`config.mk`:
```
export PLATFORM = sky130hd
export DESIGN_NAME = fault_status_reporting
export DESIGN_NICKNAME = d
export VERILOG_FILES = /design/src/sync_stage.v /design/src/fault_status_reporting.v
export VERILOG_INCLUDE_DIRS = /design/src
export SDC_FILE = /design/constraint.sdc
export NUM_CORES = 1
export LEC_CHECK = 0
export BUFFER_PORTS_ARGS = -buffer_cell sky130_fd_sc_hd__buf_4
export CORE_MARGIN = 1.5
export CORE_UTILIZATION = 47
export CTS_BUF_LIST = sky130_fd_sc_hd__clkbuf_4 sky130_fd_sc_hd__clkbuf_8
export DETAILED_ROUTE_END_ITERATION = 12
export PLACE_DENSITY = 0.68
export SLEW_MARGIN = 20
export SYNTH_ARGS = -nofsm -noshare
export SYNTH_HDL_FRONTEND = slang
export SYNTH_HIERARCHICAL = 1
export SYNTH_SLANG_ARGS = --single-unit
```
`constraint.sdc`:
```
create_clock -name clock -period 3.96 [get_ports clock]
set_input_delay 0.396 -clock clock [delete_from_list [all_inputs] [get_ports clock]]
set_output_delay 0.396 -clock clock [all_outputs]
set_load 0.05 [all_outputs]
```
`src/fault_status_defines.vh`:
```
`ifndef FAULT_STATUS_DEFINES_VH
`define FAULT_STATUS_DEFINES_VH

// Serial frame lengths, with and without the check byte
`define FRAME_BITS       6'd24
`define FRAME_BITS_PEC   6'd32
`define CRC_POLY         8'h07
`define CRC_INIT         8'h00

// Command word fields
`define CMD_RW_BIT       23
`define CMD_DUT_HI       22
`define CMD_DUT_LO       21
`define CMD_ADDR_HI      20
`define CMD_ADDR_LO      16

// Read address codes
`define RD_STATUS        5'h18
`define RD_MAIN_CTRL     5'h19

// Write address codes
`define WR_MAIN_CTRL     5'h19
`define WR_SOFTWARE      5'h1C

// Field positions in written data
`define MAIN_STATUS_ON_WRITE_ENABLE_BIT 12
`define SOFT_TOGGLE_BIT   12

// Status word layout
`define ST_BOOST_HI      15
`define ST_BOOST_LO      12
`define ST_TOGGLE        11
`define ST_PEC           10
`define ST_RAMP          9
`define ST_OVERTEMP      8
`define ST_LOOP_HI       3
`define ST_LOOP_LO       0

// Reset values
`define MAIN_CTRL_RESET  16'h0000
`define SOFT_RESET       1'b0

`endif

```
`src/sync_stage.v`:
```
`timescale 1ns/100ps

module sync_stage #(
  parameter WIDTH = 1
) (
  input  wire             clock,
  input  wire             rst,
  input  wire [WIDTH-1:0] async_in,
  output reg  [WIDTH-1:0] sync_out
);

  reg [WIDTH-1:0] meta_r;

  // First stage feeds only the second
  always @(posedge clock or posedge rst) begin
    if (rst) begin
      meta_r   <= {WIDTH{1'b0}};
      sync_out <= {WIDTH{1'b0}};
    end else begin
      meta_r   <= async_in;
      sync_out <= meta_r;
    end
  end

endmodule

```
`src/fault_status_reporting.v`:
```
// What this block does
// - Status word is read-only; only the detectors, the software toggle, a failed packet check and a status read, which clears bit 10, change it.
// - Bits 15..12 flag boost compliance loss on channels D, C, B, A.
// - A set boost compliance flag also sets that channel's loop fault bit.
// - Bit 11 mirrors the user toggle written via the software register.
// - Bit 10 flags a failed packet check on any word received since the status was last read.
// - Bit 9 is high while any channel is digitally slewing.
// - Bit 8 set when the overheat detector reports core above about 150 C.
// - Bits 3..0 flag output loop faults on D, C, B, A; bits 7..4 zero.
// - With status-on-write enabled, status shifts out on SDO during every frame that does not serve a pending read.
// - With it clear, status is returned through the normal readback sequence.
// - Fault output is active low, open drain, for a shared pull-up.
// - Fault asserts while any loop, packet check or overheat source is present.
// - Compliance fault comes from the analog headroom detector, under 1 V left.
// - A failed packet check on a received frame asserts the fault output.
// - Core overheat above about 150 C asserts the fault output.
// - Reading the status clears the packet error bit; fault then may release.
// - Status-on-write enable is clear after reset.
// - A read request's register is shifted out during the next transfer.
`timescale 1ns/100ps

`include "fault_status_defines.vh"

module fault_status_reporting #(
  parameter [1:0] DEVICE_ADDR = 2'b00
) (
  input  wire       clock,
  input  wire       rst,
  input  wire       sclk,
  input  wire       sync_n,
  input  wire       sdin,
  output reg        sdo,
  input  wire [3:0] loop_fault,
  input  wire [3:0] boost_limit_flag,
  input  wire       overheat,
  input  wire       slew_active,
  output reg        fault_out,
  output reg        fault_oe,
  output reg        status_on_write_enable
);

  ////////////////////////////////////////////////////////////////////////////
  // Input synchronisation

  wire [2:0] pins_s;
  wire [3:0] loop_s;
  wire [3:0] boost_s;
  wire       overheat_s;
  wire       sclk_s;
  wire       sync_n_s;
  wire       sdin_s;

  // Idle-high pins travel inverted so the zero reset of the stages reads as idle,
  // otherwise a false frame start and sclk edge would follow every reset
  assign sclk_s   = ~pins_s[2];
  assign sync_n_s = ~pins_s[1];
  assign sdin_s   = pins_s[0];

  sync_stage #(.WIDTH(3)) u_pin_sync (
    .clock    (clock),
    .rst      (rst),
    .async_in ({~sclk, ~sync_n, sdin}),
    .sync_out (pins_s)
  );

  sync_stage #(.WIDTH(9)) u_fault_sync (
    .clock    (clock),
    .rst      (rst),
    .async_in ({loop_fault, boost_limit_flag, overheat}),
    .sync_out ({loop_s, boost_s, overheat_s})
  );

  ////////////////////////////////////////////////////////////////////////////
  // Edge detection on the sampled link

  reg sclk_d_r;
  reg sync_n_d_r;

  always @(posedge clock or posedge rst) begin
    if (rst) begin
      sclk_d_r   <= 1'b1;
      sync_n_d_r <= 1'b1;
    end else begin
      sclk_d_r   <= sclk_s;
      sync_n_d_r <= sync_n_s;
    end
  end

  wire frame_start = sync_n_d_r & ~sync_n_s;
  wire frame_end   = ~sync_n_d_r & sync_n_s;
  wire in_frame    = ~sync_n_s;
  wire sclk_fall   = sclk_d_r & ~sclk_s & in_frame;
  wire sclk_rise   = ~sclk_d_r & sclk_s & in_frame;

  ////////////////////////////////////////////////////////////////////////////
  // Status word

  reg         toggle_r;
  reg         pec_err_r;
  reg  [15:0] main_ctrl_r;
  wire [3:0]  loop_bits = loop_s | boost_s;
  wire [15:0] status_word;

  assign status_word = {boost_s, toggle_r, pec_err_r, slew_active, overheat_s,
                        4'h0, loop_bits};

  ////////////////////////////////////////////////////////////////////////////
  // Serial receive and packet check

  reg [31:0] rx_r;
  reg [5:0]  bit_cnt_r;
  reg [7:0]  crc_r;
  wire       crc_fb = crc_r[7] ^ sdin_s;
  wire [7:0] crc_nxt = {crc_r[6:0], 1'b0} ^ (crc_fb ? `CRC_POLY : 8'h00);

  always @(posedge clock or posedge rst) begin
    if (rst) begin
      rx_r      <= 32'h00000000;
      bit_cnt_r <= 6'h00;
      crc_r     <= `CRC_INIT;
    end else if (frame_start) begin
      bit_cnt_r <= 6'h00;
      crc_r     <= `CRC_INIT;
    end else if (sclk_fall) begin
      rx_r <= {rx_r[30:0], sdin_s};
      if (bit_cnt_r != 6'h3F) begin
        bit_cnt_r <= bit_cnt_r + 6'h01;
      end
      if (bit_cnt_r < `FRAME_BITS) begin
        crc_r <= crc_nxt;
      end
    end
  end

  // Command sits in the low 24 bits or, with a check byte, above it
  wire        len_plain = (bit_cnt_r == `FRAME_BITS);
  wire        len_pec   = (bit_cnt_r == `FRAME_BITS_PEC);
  wire [23:0] cmd       = len_pec ? rx_r[31:8] : rx_r[23:0];
  // check byte compared at frame end
  wire        pec_fail  = frame_end & len_pec & (rx_r[7:0] != crc_r);
  wire        cmd_ok    = frame_end & (len_plain | (len_pec & ~pec_fail)) &
                          (cmd[`CMD_DUT_HI:`CMD_DUT_LO] == DEVICE_ADDR);
  wire [4:0]  cmd_addr  = cmd[`CMD_ADDR_HI:`CMD_ADDR_LO];
  wire        cmd_read  = cmd_ok & cmd[`CMD_RW_BIT];
  wire        cmd_write = cmd_ok & ~cmd[`CMD_RW_BIT];

  ////////////////////////////////////////////////////////////////////////////
  // Register writes and readback selection

  reg        read_pend_r;
  reg [4:0]  read_addr_r;
  reg        status_sent_r;
  reg [23:0] tx_r;

  always @(posedge clock or posedge rst) begin
    if (rst) begin
      main_ctrl_r <= `MAIN_CTRL_RESET;
      toggle_r    <= `SOFT_RESET;
      read_pend_r <= 1'b0;
      read_addr_r <= 5'h00;
    end else if (frame_end) begin
      read_pend_r <= cmd_read;
      if (cmd_read) begin
        read_addr_r <= cmd_addr;
      end
      if (cmd_write && cmd_addr == `WR_MAIN_CTRL) begin
        main_ctrl_r <= cmd[15:0];
      end
      if (cmd_write && cmd_addr == `WR_SOFTWARE) begin
        toggle_r <= cmd[`SOFT_TOGGLE_BIT];
      end
    end
  end

  always @(posedge clock or posedge rst) begin
    if (rst) begin
      status_on_write_enable <= 1'b0;
    end else begin
      status_on_write_enable <= main_ctrl_r[`MAIN_STATUS_ON_WRITE_ENABLE_BIT];
    end
  end

  reg [15:0] read_data;

  always @* begin
    case (read_addr_r)
      `RD_STATUS:    read_data = status_word;
      `RD_MAIN_CTRL: read_data = main_ctrl_r;
      default:       read_data = 16'h0000;
    endcase
  end

  ////////////////////////////////////////////////////////////////////////////
  // Serial transmit

  always @(posedge clock or posedge rst) begin
    if (rst) begin
      tx_r          <= 24'h000000;
      status_sent_r <= 1'b0;
      sdo           <= 1'b0;
    end else if (frame_start) begin
      // pending read served in the next transfer
      if (read_pend_r) begin
        tx_r          <= {3'b000, read_addr_r, read_data};
        status_sent_r <= (read_addr_r == `RD_STATUS);
        sdo           <= 1'b0;
      // status-on-write enabled: status shifted out in every frame with no pending read
      end else if (main_ctrl_r[`MAIN_STATUS_ON_WRITE_ENABLE_BIT]) begin
        tx_r          <= {8'h00, status_word};
        status_sent_r <= 1'b1;
        sdo           <= 1'b0;
      end else begin
        tx_r          <= 24'h000000;
        status_sent_r <= 1'b0;
        sdo           <= 1'b0;
      end
    end else if (sclk_rise) begin
      tx_r <= {tx_r[22:0], 1'b0};
      sdo  <= tx_r[23];
    end else if (frame_end) begin
      sdo <= 1'b0;
    end
  end

  ////////////////////////////////////////////////////////////////////////////
  // Packet error flag and fault pin

  always @(posedge clock or posedge rst) begin
    if (rst) begin
      pec_err_r <= 1'b0;
    end else if (pec_fail) begin
      // A new failure wins over the clear by a read
      pec_err_r <= 1'b1;
    // cleared once status has been read
    end else if (frame_end && status_sent_r) begin
      pec_err_r <= 1'b0;
    end
  end

  always @(posedge clock or posedge rst) begin
    if (rst) begin
      fault_out <= 1'b0;
      fault_oe  <= 1'b0;
    end else begin
      fault_out <= 1'b0;
      fault_oe  <= (|loop_bits) | pec_err_r | overheat_s;
    end
  end

endmodule

```
=== After elaboration in Yosys (flattened, before gate mapping) ===
Cells that the tools add are included.

* Bits in registers: 124
* Bits of input ports: 15
* Logic and storage cells: 94
* Output and inout bits: 4

* Mux-type cells: 20
* Equality and inequality tests: 8
* Reductions and logical operators: 17
* Add/sub/neg operators: 1
* Bitwise logic cells: 28
* $lt $le $gt $ge: 1

{| class="wikitable"
|+ Operator list
! kind !! number
|-
| 24-bit two-way mux || 3
|-
| 16-bit one-hot mux with 2 select lines || 1
|-
| 8-bit two-way mux || 3
|-
| 21-bit two-way mux || 1
|-
| 5-bit == test (second input constant) || 4
|-
| 6-bit two-way mux || 3
|-
| 16-bit two-way mux || 1
|-
| 1-bit bitwise AND || 13
|-
| 2-bit AND reduction || 6
|-
| 2-bit nonzero test || 5
|-
| 1-bit inverter || 9
|-
| 8-bit != test || 1
|-
| 8-bit by 3-bit bitwise XOR with 8-bit output || 1
|-
| 1-bit two-way mux || 7
|-
| 6-bit by 1-bit adder with 6-bit output (second input constant) || 1
|-
| 6-bit by 5-bit == test with 1-bit output (second input constant) || 1
|-
| 6-bit == test (second input constant) || 1
|-
| 6-bit by 5-bit < comparator with 1-bit output (second input constant) || 1
|-
| 6-bit != test (second input constant) || 1
|-
| 4-bit bitwise OR || 1
|-
| 4-bit OR reduction || 1
|-
| 1-bit logical AND || 3
|-
| 3-bit two-way mux || 1
|-
| 1-bit bitwise OR || 3
|-
| 3 further kinds || 3
|}

=== Depth between registers and ports, before layout ===
* Depth in word-level cells: 12
* Mapped depth: 8
* Mapped depth without buffers: 7

=== By module ===
Netlist, hierarchy kept.

{| class="wikitable"
|+ By module, submodules not included
! module !! times used !! seq. area each (µm²) !! area an instance (µm²) !! cells an instance
|-
| fault_status_reporting || 1 || 2,504.9 || 4,724.5 || 387
|-
| sync_stage (u_fault_sync) || 1 || 450.4 || 454.2 || 19
|-
| sync_stage (u_pin_sync) || 1 || 150.1 || 153.9 || 7
|}

=== Least setup slack after synthesis ===
Ideal clock, no wire load.

* Kind: reg-to-reg
* Start: register sync_n_d_r
* End: register rx_r[0]
* Library setup time: 0.125 ns
* Clock period less this slack: 2.031 ns
* Path slack: 1.929 ns
* Required time: 3.835 ns
* Arrival: 1.906 ns
* Path buffers: 2
* Stages on the path, launching flop included: 7
* Path through: dfstp_2 ha_1 clkbuf_1 inv_1 nand2_1 buf_1 mux2_2

* Word-level cells in the longest chain between the ends: 3

{| class="wikitable"
|+ Ends and longest elaborated chain
! item !! line !! source
|-
| start: declaration || fault_status_reporting.v:77 || <nowiki>reg sync_n_d_r;</nowiki>
|-
| start signal: assignment || fault_status_reporting.v:85 || <nowiki>sync_n_d_r <= sync_n_s;</nowiki>
|-
| 1-bit bitwise AND || fault_status_reporting.v:89 || <nowiki>wire frame_start = sync_n_d_r & ~sync_n_s;</nowiki>
|-
| net frame_start || fault_status_reporting.v:89 ||
|-
| 1-bit inverter (no source line) || n/a ||
|-
| 2-bit AND reduction (no source line) || n/a ||
|-
| end signal: assignment || fault_status_reporting.v:125 || <nowiki>rx_r <= {rx_r[30:0], sdin_s};</nowiki>
|-
| end: declaration || fault_status_reporting.v:110 || <nowiki>reg [31:0] rx_r;</nowiki>
|}

The timed path passes the listed nets, and every way through them passes these cells.
A chain may end at the register's enable or synchronous reset.

=== Final worst setup path ===
* Start: register bit_cnt_r[0]
* End: register main_ctrl_r[6]

* Word-level cells in the longest chain between the ends: 11
* Elaborated cells between the ends (all ways): 16
* Classes of those cells: 3 x eq/ne; 1 x mux; 9 x bitwise; 3 x reduce/logical

{| class="wikitable"
|+ Ends and longest elaborated chain
! item !! line !! source
|-
| start: declaration || fault_status_reporting.v:111 || <nowiki>reg [5:0] bit_cnt_r;</nowiki>
|-
| start signal: assignment || fault_status_reporting.v:127 || <nowiki>bit_cnt_r <= bit_cnt_r + 6'h01;</nowiki>
|-
| 6-bit == test (no source line) || n/a ||
|-
| 1-bit bitwise AND (2 in a row) || fault_status_reporting.v:140 || <nowiki>wire pec_fail = frame_end & len_pec & (rx_r[7:0] != crc_r);</nowiki>
|-
| 1-bit inverter || fault_status_reporting.v:141 || <nowiki>wire cmd_ok = frame_end & (len_plain | (len_pec & ~pec_fail)) &</nowiki>
|-
| 1-bit bitwise AND || fault_status_reporting.v:141 ||
|-
| 1-bit bitwise OR || fault_status_reporting.v:141 ||
|-
| 1-bit bitwise AND (2 in a row) || fault_status_reporting.v:141 ||
|-
| 1-bit bitwise AND || fault_status_reporting.v:145 || <nowiki>wire cmd_write = cmd_ok & ~cmd[`CMD_RW_BIT];</nowiki>
|-
| 1-bit logical AND (no source line) || n/a ||
|-
| 2-bit AND reduction (no source line) || n/a ||
|-
| end signal: assignment || fault_status_reporting.v:157 || <nowiki>main_ctrl_r <= `MAIN_CTRL_RESET;</nowiki>
|-
| end signal: assignment || fault_status_reporting.v:167 || <nowiki>main_ctrl_r <= cmd[15:0];</nowiki>
|-
| end: declaration || fault_status_reporting.v:100 || <nowiki>reg [15:0] main_ctrl_r;</nowiki>
|}

Several ways; a longest one is shown, not always the timed one.

==> results.md <==
* Status: finished, final reports clean
* CP max stage delay at 0.57 ns
* Clock sinks at 124
* Synth Warn # at 6
* Detail Route Antenna Nets at 0
* Met3 WL at 356 microns
* Hold depth at 1
* IO Count at 19
* Global-route wire length before repair at 17100 microns
* Prevailing post-synth register cell: dfrtp_1
* Yosys cell types at 46
* Fin crit period at 2.48 ns
* Crit Reg-Reg Startpoint: bit_cnt_r[0]
* Largest net degree at the start of global routing at 88
* HP Start: boost_limit_flag[3]
* Sum Neg Setup Slack at 0 ns
* Worst-Skew Late Latency at 0.43 ns
* Die H at 110 microns
* Number of synthesized flops with an enable pin at 0
* Die Area at 12000 sq um
* Worst-Margin Slew at 0.924 ns
* Met2 WL at 4790 microns
* Initial antenna violation count at 0
* Switching Share at 25.9%
* Resized cells post-CTS at 0
* Clock buffer depth at 2
* Lkg Pwr at 2.81 nW
* Final period util at 62.6%
* CTS Buf Count at 17
* Hold Path Sink: u_fault_sync/meta_r[4]
* Worst hold path type: in -> reg
* Clk pwr share at 39.8%
* Fraction of registers with async set or reset after synthesis at 100%
* Unrepaired setup endpoints after global routing: no
* Initial core utilization at 48.8%
* # DRC at 0
* Fmax at 403 MHz
* Detail Placement HPWL at 7160 microns
* Layout area overhead at 12.5%
* Internal power at 2.00 mW
* R2R Path End: main_ctrl_r[6]
* Max-slew violations at 0
* P_sw at 0.699 mW
* PD cells at 451 nW/um^2
* Worst Clk Skew at 0.0130 ns
* Max Used Layer: met4
* Cell breakdown of the critical path: inv_1 > ha_1 > and2b_1 > nand2_4 > and3b_1 > o2111ai_4 > mux2_2
* Fin util at 54.8%
* CP max-delay cell: o2111ai_4
* WL per Instance at 17.6 microns
* Total gr overflow at 0
* Register-to-Register Path Depth at 7
* Core area at 10900 sq um
* Post-Syn Area at 5330 sq um
* PortBufs at 17
* Multi-input gate area at 2060 sq um
* Hold Violations, Final at 0
* Post-synthesis cell count at 413
* CP Max Fanout at 27
* Clock transition at path regs at 0.07 ns
* Max cap viols at 0
* Reg power frac at 51.6%
* Combinational share of power at 8.6%
* Worst setup SP type: flip-flop
* Dpl ws at 1.49 ns
* Setup ws final at 1.48 ns
* Final GP Congestion at 0.856
* GRT Util Overall at 19.4%
* Yosys reg bits at 124
* DR vias/cell at 5.42
* Tot Pwr at 2.70 mW
* Slew margin rel. at 38.2%
* Net Count, Synth at 432
* FF+latch area at 3110 sq um
* Post-Route M1 WL at 5100 microns
* Reg-to-reg slack, setup at 1.48 ns
* Std cell rows at 38
* DR vias at 3191
* CTS tree: yes
* Number of global-route vias before repair at 3211
* Fraction of layout cells with a size suffix above 1 at 31.6%
* VDD IR-drop max at 0.000239 V
* Kind of critical path: reg -> reg
* CP endpoint kind: flip-flop
* Nets at 455
* Fillers at 932
* Data arrival, critical path at 2.79 ns
* Post-synthesis sequential area ratio at 58.2%
* ANT cells at 0
* Post-Syn Area per Cell at 12.9 sq um
* DRT iter0 DRCs at 173
* Setup-failing EPs final at 0
* Die W at 110 microns
* Min Hold Slack at 0.0739 ns
* Drt pass-1 iters at 4
* WL final at 10300 microns
* CTS H-tree lvls at 4
* Clock tree root buffer cell: clkbuf_8
* WP data required at 4.27 ns
[Yosys cell counts (all sizes together) (6+ instances only)]
| cell type | number | area [sq um] |
|---|---|---|
| mux2 | 79 | 931 |
| mux2i | 14 | 140 |
| buf | 8 | 45.0 |
| a22o | 6 | 52.6 |
| nand2 | 21 | 86.3 |
| inv | 22 | 82.6 |
| a21oi | 21 | 105 |
| a221oi | 8 | 70.1 |
| clkbuf | 11 | 41.3 |
| xnor2 | 11 | 96.3 |
| o21ai | 20 | 100 |
| nor2 | 13 | 48.8 |
| dfrtp | 122 | 3050 |
| nand3 | 13 | 65.1 |
[layout make-up]
class / instances / area share, %
Clock buffer: 18 / 4.03
Sequential cell: 124 / 51.8
Inverter: 22 / 1.46
Clock inverter: 14 / 2.46
Tap cell: 140 / 2.92
Timing Repair Buffer: 23 / 2.92
Multi-Input combinational cell: 248 / 34.4
[logic make-up after synthesis]
kind of cell | after synthesis | synth area share [%]
adders and majority gates | 4 | 0.939
AOI/OAI and AO/OA | 66 | 8.12
buffers and inverters | 41 | 3.17
muxes | 93 | 20.1
other | 1 | 0.0703
DFF | 124 | 58.2
and+or+nand+nor | 71 | 7.25
xor gates and xnor gates | 13 | 2.14
[timing repair]
| item | in CTS | in global routing |
|---|---|---|
| hold endpoints to repair | 6 | 0 |
| hold buffers | 1 | 0 |
| setup buffers | 0 | 0 |
[cells in the final DEF, fill, tap and decap left out, types with 2 or more instances in the layout]
cell type,synthesis,final
nand3_1,13,13
clkinv_2,0,3
mux2_4,11,11
mux2i_1,14,14
buf_4,1,22
xor2_1,2,2
o21ai_0,20,20
ha_1,4,4
inv_1,22,21
bufinv_16,0,2
dfstp_2,2,2
or3_1,2,2
inv_6,0,2
a22o_1,6,6
nor2_1,13,13
mux2_2,68,68
xnor2_1,11,11
clkinv_4,0,3
and3b_1,2,2
clkinvlp_4,0,5
and3_1,2,2
clkbuf_8,0,17
a21oi_1,21,21
nor4_1,2,2
a221oi_1,8,8
nor3_1,4,4
o211ai_1,3,3
dfrtp_1,122,122
nand2_1,20,20
nor4bb_1,2,2
nand4_1,3,3
[power by group through the flow]
stage	combinational (mW)	clock, mW	sequential (mW)
floorplan	0.176	0	1.39
global placement	0.227	0	1.42
detailed placement	0.233	0	1.42
CTS	0.236	1.10	1.40
global route	0.260	1.17	1.40
finish	0.234	1.07	1.40
[critical path, delay by kind of cell, from the launching register on]
kind | cells | cell delay (ns)
and+or+nand+nor | 3 | 0.73
AOI/OAI and AO/OA | 1 | 0.57
muxes | 1 | 0.41
DFF | 1 | 0.40
adders and majority gates | 1 | 0.15
buffers and inverters | 1 | 0.09
[routing by layer]
layer | GRT usage, % | vias to the layer above
met3 | 5.57 | 8
met5 | 0 | -
li1 | - | 1512
met2 | 28.1 | 50
met1 | 28.3 | 1621
met4 | 5.57 | 0
[per-stage QoR]
stage                     instance area, sq um  std cells
after CTS                                 5990        589
after floorplan                           5330        413
after detailed placement                  5600        556
final                                     6000        589
after global routing                      6000        589
after global placement                    5600        556
[worst max path at each step]
stage / slack, ns / depth (start not counted) / to / start
6_report: 1.48 / 7 / main_ctrl_r[6] / bit_cnt_r[0]
5_1_grt: 1.33 / 7 / main_ctrl_r[6] / bit_cnt_r[0]
3_3_place_gp: 1.57 / 7 / main_ctrl_r[6] / bit_cnt_r[0]
2_1_floorplan: 0.95 / 1 / bit_cnt_r[0] / rst
3_5_place_dp: 1.49 / 7 / main_ctrl_r[5] / bit_cnt_r[0]
4_1_cts: 1.48 / 7 / main_ctrl_r[5] / bit_cnt_r[0]
[registers in the layout, indices dropped and copies added (netlist names), 3 cells and up]
signal,cells
rx_r,32
crc_r,8
u_fault_sync/meta_r,9
u_pin_sync/meta_r,3
u_fault_sync/sync_out,9
u_pin_sync/sync_out,3
bit_cnt_r,6
tx_r,24
read_addr_r,5
main_ctrl_r,16
No activity file was read; power rests on OpenSTA's default activity.
